`config.mk`:
```
export PLATFORM = sky130hd
export DESIGN_NAME = cg_clock_gen
export DESIGN_NICKNAME = d
export VERILOG_FILES = /design/src/hw/cg_slow_timer.v /design/src/hw/cg_freq_meter.v /design/src/hw/cg_clock_gen.v
export VERILOG_INCLUDE_DIRS = /design/src /design/src/hw
export SDC_FILE = /design/constraint.sdc
export NUM_CORES = 1
export LEC_CHECK = 0
export BUFFER_PORTS_ARGS = -buffer_cell sky130_fd_sc_hd__clkbuf_2
export CORE_ASPECT_RATIO = 2
export CORE_MARGIN = 2
export CORE_UTILIZATION = 55
export CTS_BUF_LIST = sky130_fd_sc_hd__clkbuf_8
export CTS_CLUSTER_SIZE = 20
export DETAILED_ROUTE_END_ITERATION = 16
export PLACE_DENSITY = 0.87
export SYNTH_ARGS = -nofsm -noshare
export SYNTH_HDL_FRONTEND = slang
export SYNTH_SLANG_ARGS = --single-unit
```
`constraint.sdc`:
```
create_clock -name clk_in -period 3.4 [get_ports clk_in]
set_input_delay 0.68 -clock clk_in [delete_from_list [all_inputs] [get_ports clk_in]]
set_output_delay 0.68 -clock clk_in [all_outputs]
set_load 0.02 [all_outputs]
```
`src/hw/cg_regs.vh`:
```
`ifndef CG_REGS_VH
`define CG_REGS_VH

// register byte offsets
`define CG_ADDR_W 8
`define CG_OFF_PERIPH_EN 8'h10
`define CG_OFF_PERIPH_DIS 8'h14
`define CG_OFF_PERIPH_STATE 8'h18
`define CG_OFF_OSC_CTRL 8'h20
`define CG_OFF_FREQ_MEAS 8'h24
`define CG_OFF_PLL_A 8'h28
`define CG_OFF_PLL_B 8'h2c
`define CG_OFF_MASTER 8'h30
`define CG_OFF_STATUS 8'h68

// reset values
`define CG_RST_PERIPH 32'h0000_0000
`define CG_RST_OSC 32'h0000_0000
`define CG_RST_PLL 32'h0000_3f00
`define CG_RST_MASTER 32'h0000_0000

// writable masks, reserved bits stay zero
`define CG_MASK_PERIPH 32'hffff_fffc
`define CG_MASK_OSC 32'h0000_ff01
`define CG_MASK_PLL_A 32'h07ff_ffff
`define CG_MASK_PLL_B 32'h17ff_ffff
`define CG_MASK_MASTER 32'h0000_031f
`define CG_PERIPH_LO 2
`define CG_PERIPH_HI 31

// field positions
`define CG_OSC_EN_BIT 0
`define CG_OSC_CNT_HI 15
`define CG_OSC_CNT_LO 8
`define CG_FREQ_VALID_BIT 16
`define CG_PLL_DIV_HI 7
`define CG_PLL_DIV_LO 0
`define CG_PLL_CNT_HI 13
`define CG_PLL_CNT_LO 8
`define CG_PLL_RANGE_HI 15
`define CG_PLL_RANGE_LO 14
`define CG_PLL_MUL_HI 26
`define CG_PLL_MUL_LO 16
`define CG_PLL_USB_BIT 28
`define CG_MCK_SRC_HI 1
`define CG_MCK_SRC_LO 0
`define CG_MCK_MASTER_DIVIDE_POWER_HI 4
`define CG_MCK_MASTER_DIVIDE_POWER_LO 2
`define CG_MCK_RATIO_HI 9
`define CG_MCK_RATIO_LO 8
`define CG_ST_OSC_BIT 0
`define CG_ST_LOCK_A_BIT 1
`define CG_ST_LOCK_B_BIT 2

// source codes
`define CG_SRC_SLOW 2'h0
`define CG_SRC_MAIN 2'h1
`define CG_SRC_PLL_A 2'h2
`define CG_SRC_PLL_B 2'h3

// frequency measurement
`define CG_MEAS_SLOW_PERIODS 4'hf
`define CG_FREQ_MAX 16'hffff

`endif

```
`src/hw/cg_slow_timer.v`:
```
`timescale 1ns/1ps
`default_nettype none

// counts slow clock ticks after a restart, then raises done
module cg_slow_timer (
    // clock and reset
    input wire clk_in,
    input wire reset_in,
    // control
    input wire restart_in,
    input wire abort_in,
    input wire slow_tick_in,
    input wire [7:0] count_in,
    // result
    output reg done_out
);

reg running_reg;
reg [7:0] remain_reg;

always @(posedge clk_in) begin
    if (reset_in) begin
        running_reg <= 1'b0;
        remain_reg <= 8'h00;
        done_out <= 1'b0;
    end else if (abort_in) begin
        running_reg <= 1'b0;
        remain_reg <= 8'h00;
        done_out <= 1'b0;
    end else if (restart_in) begin
        running_reg <= 1'b1;
        remain_reg <= count_in;
        done_out <= 1'b0;
    end else if (running_reg) begin
        if (remain_reg == 8'h00) begin
            running_reg <= 1'b0;
            done_out <= 1'b1;
        end else if (slow_tick_in) begin
            remain_reg <= remain_reg - 8'h01;
        end
    end
end

endmodule

`default_nettype wire

```
`src/hw/cg_freq_meter.v`:
```
`timescale 1ns/1ps
`default_nettype none
`include "cg_regs.vh"

// counts main ticks over a window of slow clock periods
module cg_freq_meter (
    // clock and reset
    input wire clk_in,
    input wire reset_in,
    // inputs
    input wire enable_in,
    input wire slow_tick_in,
    input wire main_tick_in,
    // result
    output reg [15:0] count_out,
    output reg valid_out
);

reg armed_reg;
reg [3:0] periods_reg;
reg [15:0] acc_reg;

always @(posedge clk_in) begin
    if (reset_in || !enable_in) begin
        armed_reg <= 1'b0;
        periods_reg <= 4'h0;
        acc_reg <= 16'h0000;
        count_out <= 16'h0000;
        valid_out <= 1'b0;
    end else if (!armed_reg) begin
        // window must open on a slow clock edge
        armed_reg <= slow_tick_in;
    end else begin
        if (slow_tick_in && periods_reg == `CG_MEAS_SLOW_PERIODS) begin
            count_out <= acc_reg;
            valid_out <= 1'b1;
            periods_reg <= 4'h0;
            acc_reg <= main_tick_in ? 16'h0001 : 16'h0000;
        end else begin
            if (slow_tick_in)
                periods_reg <= periods_reg + 4'h1;
            if (main_tick_in && acc_reg != `CG_FREQ_MAX)
                acc_reg <= acc_reg + 16'h0001;
        end
    end
end

endmodule

`default_nettype wire

```
`src/hw/cg_clock_gen.v`:
```
//
// Notes on behaviour
// - enable register write of one starts peripheral clocks 2 to 31
// - disable register write of one stops peripheral clocks
// - state register shows which peripheral clocks run
// - oscillator enable off: pin clock used; on: crystal oscillator runs
// - bits 15:8 give oscillator start-up length in slow cycles
// - main cycles over 16 slow periods read in the frequency field
// - bit 16 valid only with oscillator enabled and count ready
// - first divider: 0 stops, 1 bypasses, 2..255 divides main clock
// - first lock flag set lock-count slow cycles after register write
// - first range: 00 low band, 10 high band, others reserved
// - first multiplier zero stops the PLL, else multiplies by n+1
// - second divider: 0 stops, 1 bypasses, 2..255 divides
// - second lock flag set lock-count slow cycles after write
// - second range: 00 low band, 10 high band, others reserved
// - second multiplier zero stops the PLL, else multiplies by n+1
// - bit 28 feeds USB the second PLL clock direct or halved
// - master source: slow, main, first PLL, second PLL
// - prescaler divides source by two to the field, 111 reserved
// - processor runs one to four times the master clock
// - status register shows one lock flag per PLL
//
// Local design decisions: the plain strobed port and the placing of the registers.
`timescale 1ns/1ps
`default_nettype none
`include "cg_regs.vh"

module cg_clock_gen (
    // clock and reset
    input wire clk_in,
    input wire reset_in,
    // register port
    input wire [7:0] addr_in,
    input wire [31:0] wdata_in,
    input wire wr_in,
    input wire rd_in,
    output reg [31:0] rdata_out,
    // clock rate pulses
    input wire slow_tick_in,
    input wire main_tick_in,
    input wire pll_a_tick_in,
    input wire pll_b_tick_in,
    // peripheral gating
    output reg [31:0] peripheral_clock_bits_out,
    // oscillator
    output reg oscillator_enable_out,
    // first pll
    output reg first_pll_ref_tick_out,
    output reg [10:0] first_pll_multiplier_out,
    output reg [1:0] first_pll_range_out,
    output reg first_pll_active_out,
    output reg first_pll_locked_out,
    // second pll
    output reg second_pll_ref_tick_out,
    output reg [10:0] second_pll_multiplier_out,
    output reg [1:0] second_pll_range_out,
    output reg second_pll_active_out,
    output reg second_pll_locked_out,
    // derived clocks
    output reg usb_tick_out,
    output reg master_tick_out,
    output reg cpu_tick_out
);

// true when a divider counter has reached its last step
function div_last;
    input [7:0] cnt;
    input [7:0] div;
    begin
        div_last = (div <= 8'h01) || (cnt >= div - 8'h01);
    end
endfunction

// low bits of prescaler counter that must all be one
function [6:0] master_divide_power_mask;
    input [2:0] master_divide_power;
    begin
        master_divide_power_mask = (7'h01 << master_divide_power) - 7'h01;
    end
endfunction

reg [31:0] periph_reg;
reg [31:0] osc_reg;
reg [31:0] pll_a_reg;
reg [31:0] pll_b_reg;
reg [31:0] master_reg;
reg [7:0] div_a_cnt_reg;
reg [7:0] div_b_cnt_reg;
reg [6:0] master_divide_power_cnt_reg;
reg [1:0] ratio_cnt_reg;
reg usb_half_reg;
reg [31:0] rdata_next;
reg src_tick;
reg cpu_tick_next;
reg master_tick_next;

wire wr_periph_en = wr_in && addr_in == `CG_OFF_PERIPH_EN;
wire wr_periph_dis = wr_in && addr_in == `CG_OFF_PERIPH_DIS;
wire wr_osc = wr_in && addr_in == `CG_OFF_OSC_CTRL;
wire wr_pll_a = wr_in && addr_in == `CG_OFF_PLL_A;
wire wr_pll_b = wr_in && addr_in == `CG_OFF_PLL_B;
wire wr_master = wr_in && addr_in == `CG_OFF_MASTER;

wire osc_en = osc_reg[`CG_OSC_EN_BIT];
wire [7:0] div_a = pll_a_reg[`CG_PLL_DIV_HI:`CG_PLL_DIV_LO];
wire [7:0] div_b = pll_b_reg[`CG_PLL_DIV_HI:`CG_PLL_DIV_LO];
wire [10:0] mul_a = pll_a_reg[`CG_PLL_MUL_HI:`CG_PLL_MUL_LO];
wire [10:0] mul_b = pll_b_reg[`CG_PLL_MUL_HI:`CG_PLL_MUL_LO];
wire usb_halve_select = pll_b_reg[`CG_PLL_USB_BIT];
wire [1:0] mck_src = master_reg[`CG_MCK_SRC_HI:`CG_MCK_SRC_LO];
wire [2:0] mck_master_divide_power = master_reg[`CG_MCK_MASTER_DIVIDE_POWER_HI:`CG_MCK_MASTER_DIVIDE_POWER_LO];
wire [1:0] cpu_to_bus_ratio = master_reg[`CG_MCK_RATIO_HI:`CG_MCK_RATIO_LO];
wire pll_a_on = mul_a != 11'h000 && div_a != 8'h00;
wire pll_b_on = mul_b != 11'h000 && div_b != 8'h00;

wire osc_stable;
wire lock_a;
wire lock_b;
wire [15:0] main_freq_count;
wire main_count_valid;

// reset and writable masks as vectors so each bit can be picked
localparam [31:0] PERIPH_RST = `CG_RST_PERIPH;
localparam [31:0] PERIPH_MASK = `CG_MASK_PERIPH;

// peripheral gating bits, set and clear by separate writes
genvar gi;
generate
    for (gi = 0; gi <= `CG_PERIPH_HI; gi = gi + 1) begin : g_periph
        // bits outside the mask name no peripheral and stay low
        always @(posedge clk_in) begin
            if (reset_in || !PERIPH_MASK[gi])
                periph_reg[gi] <= PERIPH_RST[gi] & PERIPH_MASK[gi];
            else if (wr_periph_en && wdata_in[gi])
                periph_reg[gi] <= 1'b1;
            else if (wr_periph_dis && wdata_in[gi])
                periph_reg[gi] <= 1'b0;
        end
    end
endgenerate

// configuration registers, reserved bits masked off
always @(posedge clk_in) begin
    if (reset_in) begin
        osc_reg <= `CG_RST_OSC;
        pll_a_reg <= `CG_RST_PLL;
        pll_b_reg <= `CG_RST_PLL;
        master_reg <= `CG_RST_MASTER;
    end else begin
        if (wr_osc)
            osc_reg <= wdata_in & `CG_MASK_OSC;
        if (wr_pll_a)
            pll_a_reg <= wdata_in & `CG_MASK_PLL_A;
        if (wr_pll_b)
            pll_b_reg <= wdata_in & `CG_MASK_PLL_B;
        // rewriting the same value still restarts the prescaler and ratio counters
        if (wr_master)
            master_reg <= wdata_in & `CG_MASK_MASTER;
    end
end

// oscillator start-up, restarted by each write that enables it
cg_slow_timer u_osc_timer (
    .clk_in(clk_in),
    .reset_in(reset_in),
    .restart_in(wr_osc && wdata_in[`CG_OSC_EN_BIT]),
    .abort_in(!osc_en && !wr_osc),
    .slow_tick_in(slow_tick_in),
    .count_in(wdata_in[`CG_OSC_CNT_HI:`CG_OSC_CNT_LO]),
    .done_out(osc_stable)
);

// count is loaded from the written data so it applies at once
cg_slow_timer u_lock_a (
    .clk_in(clk_in),
    .reset_in(reset_in),
    .restart_in(wr_pll_a),
    .abort_in(1'b0),
    .slow_tick_in(slow_tick_in),
    .count_in({2'h0, wdata_in[`CG_PLL_CNT_HI:`CG_PLL_CNT_LO]}),
    .done_out(lock_a)
);

cg_slow_timer u_lock_b (
    .clk_in(clk_in),
    .reset_in(reset_in),
    .restart_in(wr_pll_b),
    .abort_in(1'b0),
    .slow_tick_in(slow_tick_in),
    .count_in({2'h0, wdata_in[`CG_PLL_CNT_HI:`CG_PLL_CNT_LO]}),
    .done_out(lock_b)
);

// measurement only runs once the oscillator has settled
cg_freq_meter u_meter (
    .clk_in(clk_in),
    .reset_in(reset_in),
    .enable_in(osc_en && osc_stable),
    .slow_tick_in(slow_tick_in),
    .main_tick_in(main_tick_in),
    .count_out(main_freq_count),
    .valid_out(main_count_valid)
);

// pll reference dividers, restarted on reprogramming
always @(posedge clk_in) begin
    if (reset_in || wr_pll_a) begin
        div_a_cnt_reg <= 8'h00;
        first_pll_ref_tick_out <= 1'b0;
    end else begin
        // divider zero gives no output at all
        first_pll_ref_tick_out <= main_tick_in && div_a != 8'h00 &&
            div_last(div_a_cnt_reg, div_a);
        if (main_tick_in)
            div_a_cnt_reg <= div_last(div_a_cnt_reg, div_a) ?
                8'h00 : div_a_cnt_reg + 8'h01;
    end
end

always @(posedge clk_in) begin
    if (reset_in || wr_pll_b) begin
        div_b_cnt_reg <= 8'h00;
        second_pll_ref_tick_out <= 1'b0;
    end else begin
        second_pll_ref_tick_out <= main_tick_in && div_b != 8'h00 &&
            div_last(div_b_cnt_reg, div_b);
        if (main_tick_in)
            div_b_cnt_reg <= div_last(div_b_cnt_reg, div_b) ?
                8'h00 : div_b_cnt_reg + 8'h01;
    end
end

// registered oscillator, pll and peripheral gating control outputs
always @(posedge clk_in) begin
    if (reset_in) begin
        oscillator_enable_out <= 1'b0;
        first_pll_multiplier_out <= 11'h000;
        first_pll_range_out <= 2'h0;
        first_pll_active_out <= 1'b0;
        first_pll_locked_out <= 1'b0;
        second_pll_multiplier_out <= 11'h000;
        second_pll_range_out <= 2'h0;
        second_pll_active_out <= 1'b0;
        second_pll_locked_out <= 1'b0;
        peripheral_clock_bits_out <= 32'h0000_0000;
    end else begin
        oscillator_enable_out <= osc_en;
        first_pll_multiplier_out <= mul_a;
        // reserved codes pass unchanged; software must avoid them
        first_pll_range_out <= pll_a_reg[`CG_PLL_RANGE_HI:`CG_PLL_RANGE_LO];
        first_pll_active_out <= pll_a_on;
        first_pll_locked_out <= lock_a;
        second_pll_multiplier_out <= mul_b;
        second_pll_range_out <= pll_b_reg[`CG_PLL_RANGE_HI:`CG_PLL_RANGE_LO];
        second_pll_active_out <= pll_b_on;
        second_pll_locked_out <= lock_b;
        peripheral_clock_bits_out <= periph_reg;
    end
end

// usb clock, optionally halved from the second pll
always @(posedge clk_in) begin
    if (reset_in) begin
        usb_half_reg <= 1'b0;
        usb_tick_out <= 1'b0;
    end else begin
        if (pll_b_tick_in && pll_b_on)
            usb_half_reg <= ~usb_half_reg;
        usb_tick_out <= pll_b_tick_in && pll_b_on &&
            (!usb_halve_select || usb_half_reg);
    end
end

// master source select
always @* begin
    case (mck_src)
        `CG_SRC_SLOW: src_tick = slow_tick_in;
        `CG_SRC_MAIN: src_tick = main_tick_in;
        `CG_SRC_PLL_A: src_tick = pll_a_tick_in && pll_a_on;
        `CG_SRC_PLL_B: src_tick = pll_b_tick_in && pll_b_on;
        default: src_tick = 1'b0;
    endcase
end

// prescaler gives the processor rate, master is a further 1..4 division
always @* begin
    cpu_tick_next = src_tick &&
        ((master_divide_power_cnt_reg & master_divide_power_mask(mck_master_divide_power)) == master_divide_power_mask(mck_master_divide_power));
    master_tick_next = cpu_tick_next &&
        ratio_cnt_reg == cpu_to_bus_ratio;
end

always @(posedge clk_in) begin
    if (reset_in || wr_master) begin
        master_divide_power_cnt_reg <= 7'h00;
        ratio_cnt_reg <= 2'h0;
        cpu_tick_out <= 1'b0;
        master_tick_out <= 1'b0;
    end else begin
        if (src_tick)
            master_divide_power_cnt_reg <= master_divide_power_cnt_reg + 7'h01;
        if (cpu_tick_next)
            ratio_cnt_reg <= master_tick_next ? 2'h0 : ratio_cnt_reg + 2'h1;
        cpu_tick_out <= cpu_tick_next;
        master_tick_out <= master_tick_next;
    end
end

// register read mux, data one cycle after the strobe
always @* begin
    case (addr_in)
        `CG_OFF_PERIPH_STATE: rdata_next = periph_reg & `CG_MASK_PERIPH;
        `CG_OFF_OSC_CTRL: rdata_next = osc_reg;
        `CG_OFF_FREQ_MEAS:
            rdata_next = {15'h0000, main_count_valid && osc_en,
                main_freq_count};
        `CG_OFF_PLL_A: rdata_next = pll_a_reg;
        `CG_OFF_PLL_B: rdata_next = pll_b_reg;
        `CG_OFF_MASTER: rdata_next = master_reg;
        `CG_OFF_STATUS:
            rdata_next = {29'h0000_0000, lock_b, lock_a, osc_stable};
        default: rdata_next = 32'h0000_0000;
    endcase
end

always @(posedge clk_in) begin
    if (reset_in)
        rdata_out <= 32'h0000_0000;
    else if (rd_in)
        rdata_out <= rdata_next;
    else
        rdata_out <= 32'h0000_0000;
end

endmodule

`default_nettype wire

```
; ---- After elaboration in Yosys (flattened, before gate mapping)
; Cells that the tools add are included.
[totals]
ff_bits = 295
inputBits = 48
out_inout_bits = 100
wordCells = 361
[op_classes]
add_sub_neg = 12
order_cmp = 4
n_eq_ne = 19
shift = 1
n_mux = 92
bitwise = 5
n_reduce_logical = 156
[ops]
columns = operator, count
row1 = $pmux 32 s7, 1
row2 = $logic_and 1x1->1, 83
row3 = $reduce_bool 2->1, 38
row4 = $mux 1, 71
row5 = $mux 6, 8
row6 = $mux 8, 6
row7 = $eq 8x6->1 const B, 5
row8 = $sub 8x1->8 const B, 5
row9 = $mux 16, 2
row10 = $eq 8x5->1 const B, 3
row11 = $logic_not 8->1, 3
row12 = $reduce_bool 11->1, 2
row13 = $add 16x1->16 const B, 1
row14 = $add 8x1->8 const B, 2
row15 = $ge 8x8->1, 2
row16 = $le 8x1->1 const B, 2
row17 = $ne 16x16->1 const B, 1
row18 = $reduce_bool 8->1, 2
row19 = $reduce_and 3->1, 5
row20 = $reduce_and 2->1, 6
row21 = $eq 8x7->1 const B, 1
row22 = $mux 4, 2
row23 = $reduce_or 2->1, 4
row24 = $add 7x1->7 const B, 1
row25 = other kinds (19), 33

; ---- Depth between registers and ports, before layout
[logic_depth]
word_depth = 7
ltp_mapped = 11
ltp_nobuf = 11

; ---- Modules after synthesis
; A second synthesis with hierarchy kept.
[unflattened]
cells_unflattened = 1374
hier_area_um2 = 12416.9
[modules_own_cells]
columns = mod, instances, cells_each, area_per_inst_um2, seq_area_each_um2
row1 = cg_clock_gen, 1, 945, 8795.9, 4504.3
row2 = cg_slow_timer, 3, 71, 613.1, 200.2
row3 = cg_freq_meter, 1, 216, 1781.7, 760.7

; ---- Least setup slack after synthesis
; Ideal clock, no wire load.
[synth_timing]
path_kind = reg2reg
start = reg pll_b_reg[2]
end = reg second_pll_ref_tick_out
setup_time_ps = 61
arrival_time_ps = 2378
required_time_ps = 3339
path_slack_ps = 961
path_stages_with_launch = 10
path_buffers = 0
period_less_slack_ps = 2439
path_cell_list = dfxtp_1 -> nor4_1 -> nand2b_1 -> nor3_1 -> xnor2_1 -> ha_1 -> nand4_1 -> or3_1 -> a21oi_1 -> and3b_1
[synth_between]
elab_chain_cells = 4
elab_cells_between_ends = 7
classes_between = 1 x add/sub / 2 x order compare / 4 x reduce/logical
[synth_rtl]
columns = item, line
row1 = "start, declared", cg_clock_gen.v:86  ; reg [31:0] pll_b_reg;
row2 = "start signal, assigned", cg_clock_gen.v:148  ; pll_b_reg <= `CG_RST_PLL;
row3 = "start signal, assigned", cg_clock_gen.v:156  ; pll_b_reg <= wdata_in & `CG_MASK_PLL_B;
row4 = $sub 8x1->8, cg_clock_gen.v:71  ; div_last = (div <= 8'h01) || (cnt >= div - 8'h01);
row5 = $ge 8x8->1, cg_clock_gen.v:71
row6 = $logic_or 1x1->1, cg_clock_gen.v:71
row7 = $logic_and 1x1->1 *, cg_clock_gen.v:226  ; second_pll_ref_tick_out <= main_tick_in && div_b != 8'h00 &&
row8 = "end signal, assigned", cg_clock_gen.v:226
row9 = "end, declared", cg_clock_gen.v:55  ; output reg second_pll_ref_tick_out,
; Every way passes the cells marked *; elsewhere a longest branch is shown, timed or not.
; A chain may end at the register's enable or synchronous reset.

; ---- Worst setup path in the final report
[layout_timing]
start = reg pll_b_reg[3]
end = reg second_pll_ref_tick_out
; Same word-level chain as after synthesis.

==> run_results.csv <==
group,metric,value,unit
run_status,status,"complete, no violations",
setup_path,regToRegSetupSlack,520,ps
final_layout,area_delta_synth_final,14.9,%
setup_path,crit_path_end_kind,"flip-flop",
run,cap_violations,0,
final_layout,antenna_cells,0,
place,post-place-ws,513,ps
sta,slew_violations,0,
setup_path,regToRegStartpoint,"pll_b_reg[3]",
global_route,grt.met1_usage,28.2,%
setup_path,cp_max_fo,9,
power,switching_share,21.9,%
sta,final.setup.worst_slack,520,ps
power,internal-power,5130,uW
final_layout,fillers,1704,
drt,drtIter0Drc,899,
drt,vias_per_cell,6.00,
hold_path,hold_path_class,"input pin to flip-flop",
synth,syn_area,12000,um^2
synth,avgSynthCellArea,9.07,um^2
power,peakVddDrop,0.320,mV
clock_network,cts_hold_buf,0,
synth,synth_flop_cell,"dfxtp_1",
clock_network,cts_resized,0,
hold_path,holdPathStages,2,
global_route,grt_util_met2,51.4,%
drt,wl,33000,um
setup_path,critical-path-top-delay-family,"simple AND/OR/NAND/NOR gates",
drt,num_vias,10600,
setup_path,cpMaxStageDelayCell,"a21oi_1",
sta,tns,0,ps
place,portBuffers,145,
clock_network,cts-buffers-inserted,37,
setup_path,setup.worst_path.start_class,"flip-flop",
power,p_switching,1440,uW
global_route,grt_usage,28.3,%
synth,async_flop_share,0,%
setup_path,arrival,3360,ps
power,comb_power_share,2.9,%
sta,min_period,2880,ps
sta,relSlewSlack,37.1,%
setup_path,reg2reg_depth,9,
synth,synth.yosys.seq_area_share,48.8,%
sta,grt_setup_unrepaired,"false",
drt,drc,0,
sta,fin_crit_sh,84.7,%
floorplan,die_area,23100,um^2
drt,first_pass_iters,6,
power,power_frac_clock,44.6,%
clock_network,clk_latency,550,ps
clock_network,cts.sinks,293,
synth,synth_warnings,0,
sta,setup_viol,0,
floorplan,die_x,109,um
synth,synth-edff-count,0,
floorplan,rows,76,
setup_path,timing.rr.end,"second_pll_ref_tick_out",
hold_path,min_from,"wdata_in[31]",
setup_path,path_class,"flip-flop to flip-flop",
global_route,grt_pass1_vias,10400,
sta,finalHoldViolCount,0,
clock_network,clkTransAtPathRegs,70,ps
hold_path,whs_endpoint,"periph_reg[31]",
floorplan,core_area,21500,um^2
clock_network,clockBufferDepth,3,
setup_path,cp_slowest_stage_delay,550,ps
final_layout,largest_reg_flops,32,
sta,fin_worst_skew,21.3,ps
final_layout,drive_above_1_share,19.1,%
power,seqPwrFrac,52.5,%
drt,wl_per_cell,18.7,um
clock_network,htree_levels,2,
clock_network,clock-root-buffer,"clkbuf_8",
place,gp_congestion,0.930,
clock_network,cts_setup_buffers,0,
floorplan,pin_count,148,
global_route,use_met3,4.98,%
synth,ys_types,68,
floorplan,die_h,213,um
power,power_density,475,nW/um^2
setup_path,crit_chain,"nor4_1, nand2b_1, nor3_1, xnor2_1, ha_1, nand4_1, or3_1, a21oi_1, and3b_1",
sta,tightest_slew,937,ps
setup_path,critPathRequiredTime,3880,ps
global_route,grt_max_degree,74,
clock_network,cts_tree,"done",
final_layout,nets,1544,
synth,ys_ff_latch,293,
place,hpwlAfterDp,23300,um
setup_path,cp.buffers_inverters,0,
synth,netlist_instances,1325,
global_route,top_usage_layer,"met2",
sta,fmax,347,MHz
global_route,antenna_found_initial,2,
floorplan,start_util,55.9,%
final_layout,final_cells,1763,
place,numPlacedInstances,1697,
global_route,grt_pass1_wl,51700,um
power,p_leak,0.00529,uW
drt,postRouteAntennaNets,0,
global_route,grt-ovfl-total,0,
final_layout,post-route-util,64.3,%
==> per-stage QoR <==
| stage | area (um^2) | hold WS, ps | power [uW] |
|---|---|---|---|
| 2_1_floorplan | 12000 | 431 | 3610 |
| 3_3_place_gp | 12900 | 439 | 3710 |
| 3_5_place_dp | 12900 | 445 | 3710 |
| 4_1_cts | 13800 | 357 | 6590 |
| 5_1_grt | 13800 | 388 | 6740 |
| 6_report | 13800 | 379 | 6560 |
==> final cells by class <==
type                            count  area, um^2  area share [%]
Clock buffer                       47         647            4.68
Clock inverter                     19         218            1.58
Inverter                           24        90.1           0.652
Multi-Input combinational cell    941        5740            41.5
Sequential cell                   293        5870            42.5
Tap cell                          273         342            2.47
Timing Repair Buffer              166         911            6.60
==> logic make-up after synthesis <==
family                     count (synthesis)  share of synthesized area [%]
AOI/OAI and AO/OA                        245                           14.8
buffers and inverters                     92                           3.55
and+or+nand+nor                          575                           23.0
xor gates and xnor gates                  72                           5.25
DFF                                      293                           48.8
other                                      1                         0.0312
adders and majority gates                 33                           3.44
muxes                                     14                           1.19
==> worst max-delay path by stage <==
stage	startpoint	to	slack [ps]	cells after the start
4_1_cts	pll_b_reg[3]	div_b_cnt_reg[7]	540	9
3_3_place_gp	addr_in[6]	u_lock_b.remain_reg[1]	550	8
5_1_grt	pll_b_reg[3]	div_b_cnt_reg[2]	210	9
2_1_floorplan	pll_b_reg[2]	second_pll_ref_tick_out	960	9
3_5_place_dp	addr_in[6]	pll_b_reg[13]	510	8
6_report	pll_b_reg[3]	second_pll_ref_tick_out	520	9
==> power by group through the flow <==
| stage | registers, uW | clock network (uW) | logic, uW |
|---|---|---|---|
| detailed placement | 3530 | 0 | 183 |
| CTS | 3450 | 2960 | 185 |
| global route | 3450 | 3090 | 201 |
| floorplan | 3530 | 0 | 89.0 |
| finish | 3450 | 2930 | 188 |
| global placement | 3530 | 0 | 181 |
==> cells in the mapped netlist, types with 10 or more instances <==
master    number  share of area, %
ha_1          33               3.4
a222oi_1      24               2.0
clkbuf_1      46               1.4
dfxtp_1      293                49
nor2_1       132               4.1
xor2_1        27               2.0
o21ai_0       22              0.92
and3_1        14              0.73
a21oi_1       71               3.0
nor2b_1       61               3.2
nor3b_1       10              0.62
a22o_1        23               1.7
nand2_1      223               7.0
a22oi_1       12              0.75
mux2i_1       12               1.0
a31oi_1       15              0.78
a211oi_1      22               1.4
buf_2         12              0.50
nor4_1        14              0.73
xnor2_1       45               3.3
nand4_1       10              0.52
inv_1         24              0.75
nor3_1        26               1.1
a21oi_2       20               1.5
nand2_2       21               1.1
nand3_1       27               1.1
==> layer usage <==
metal	part of all wire, %	wire, um
met3	6.8	2230
met5	0.036	12
met4	7.2	2360
met1	34	11200
met2	52	17100
==> worst reg2reg max path, cell delays in order, from the launching register on <==
cell,delay (ps)
dfxtp_1,380
nor4_1,460
nand2b_1,130
nor3_1,210
xnor2_1,110
ha_1,300
nand4_1,100
or3_1,330
a21oi_1,550
and3b_1,240
==> placed cells by master, fill, tap and decap left out, drive strengths merged, types with 3 or more instances in the layout <==
master	count
a222oi	24
nand3	27
inv	33
and2	5
a2111oi	3
a31oi	15
or3	4
and4	6
a22o	23
clkinv	5
a21oi	91
dfxtp	293
xnor2	45
clkbuf	191
nand2	244
nor3	27
nand4	10
nor3b	10
nor2b	61
mux2i	12
nor4	19
a22oi	12
xor2	27
and3	14
ha	33
buf	22
bufinv	5
nand2b	7
nor4b	3
a21o	7
nor2	132
a41oi	4
o21ai	22
a211oi	23
Power figures use the tool's default switching activity.
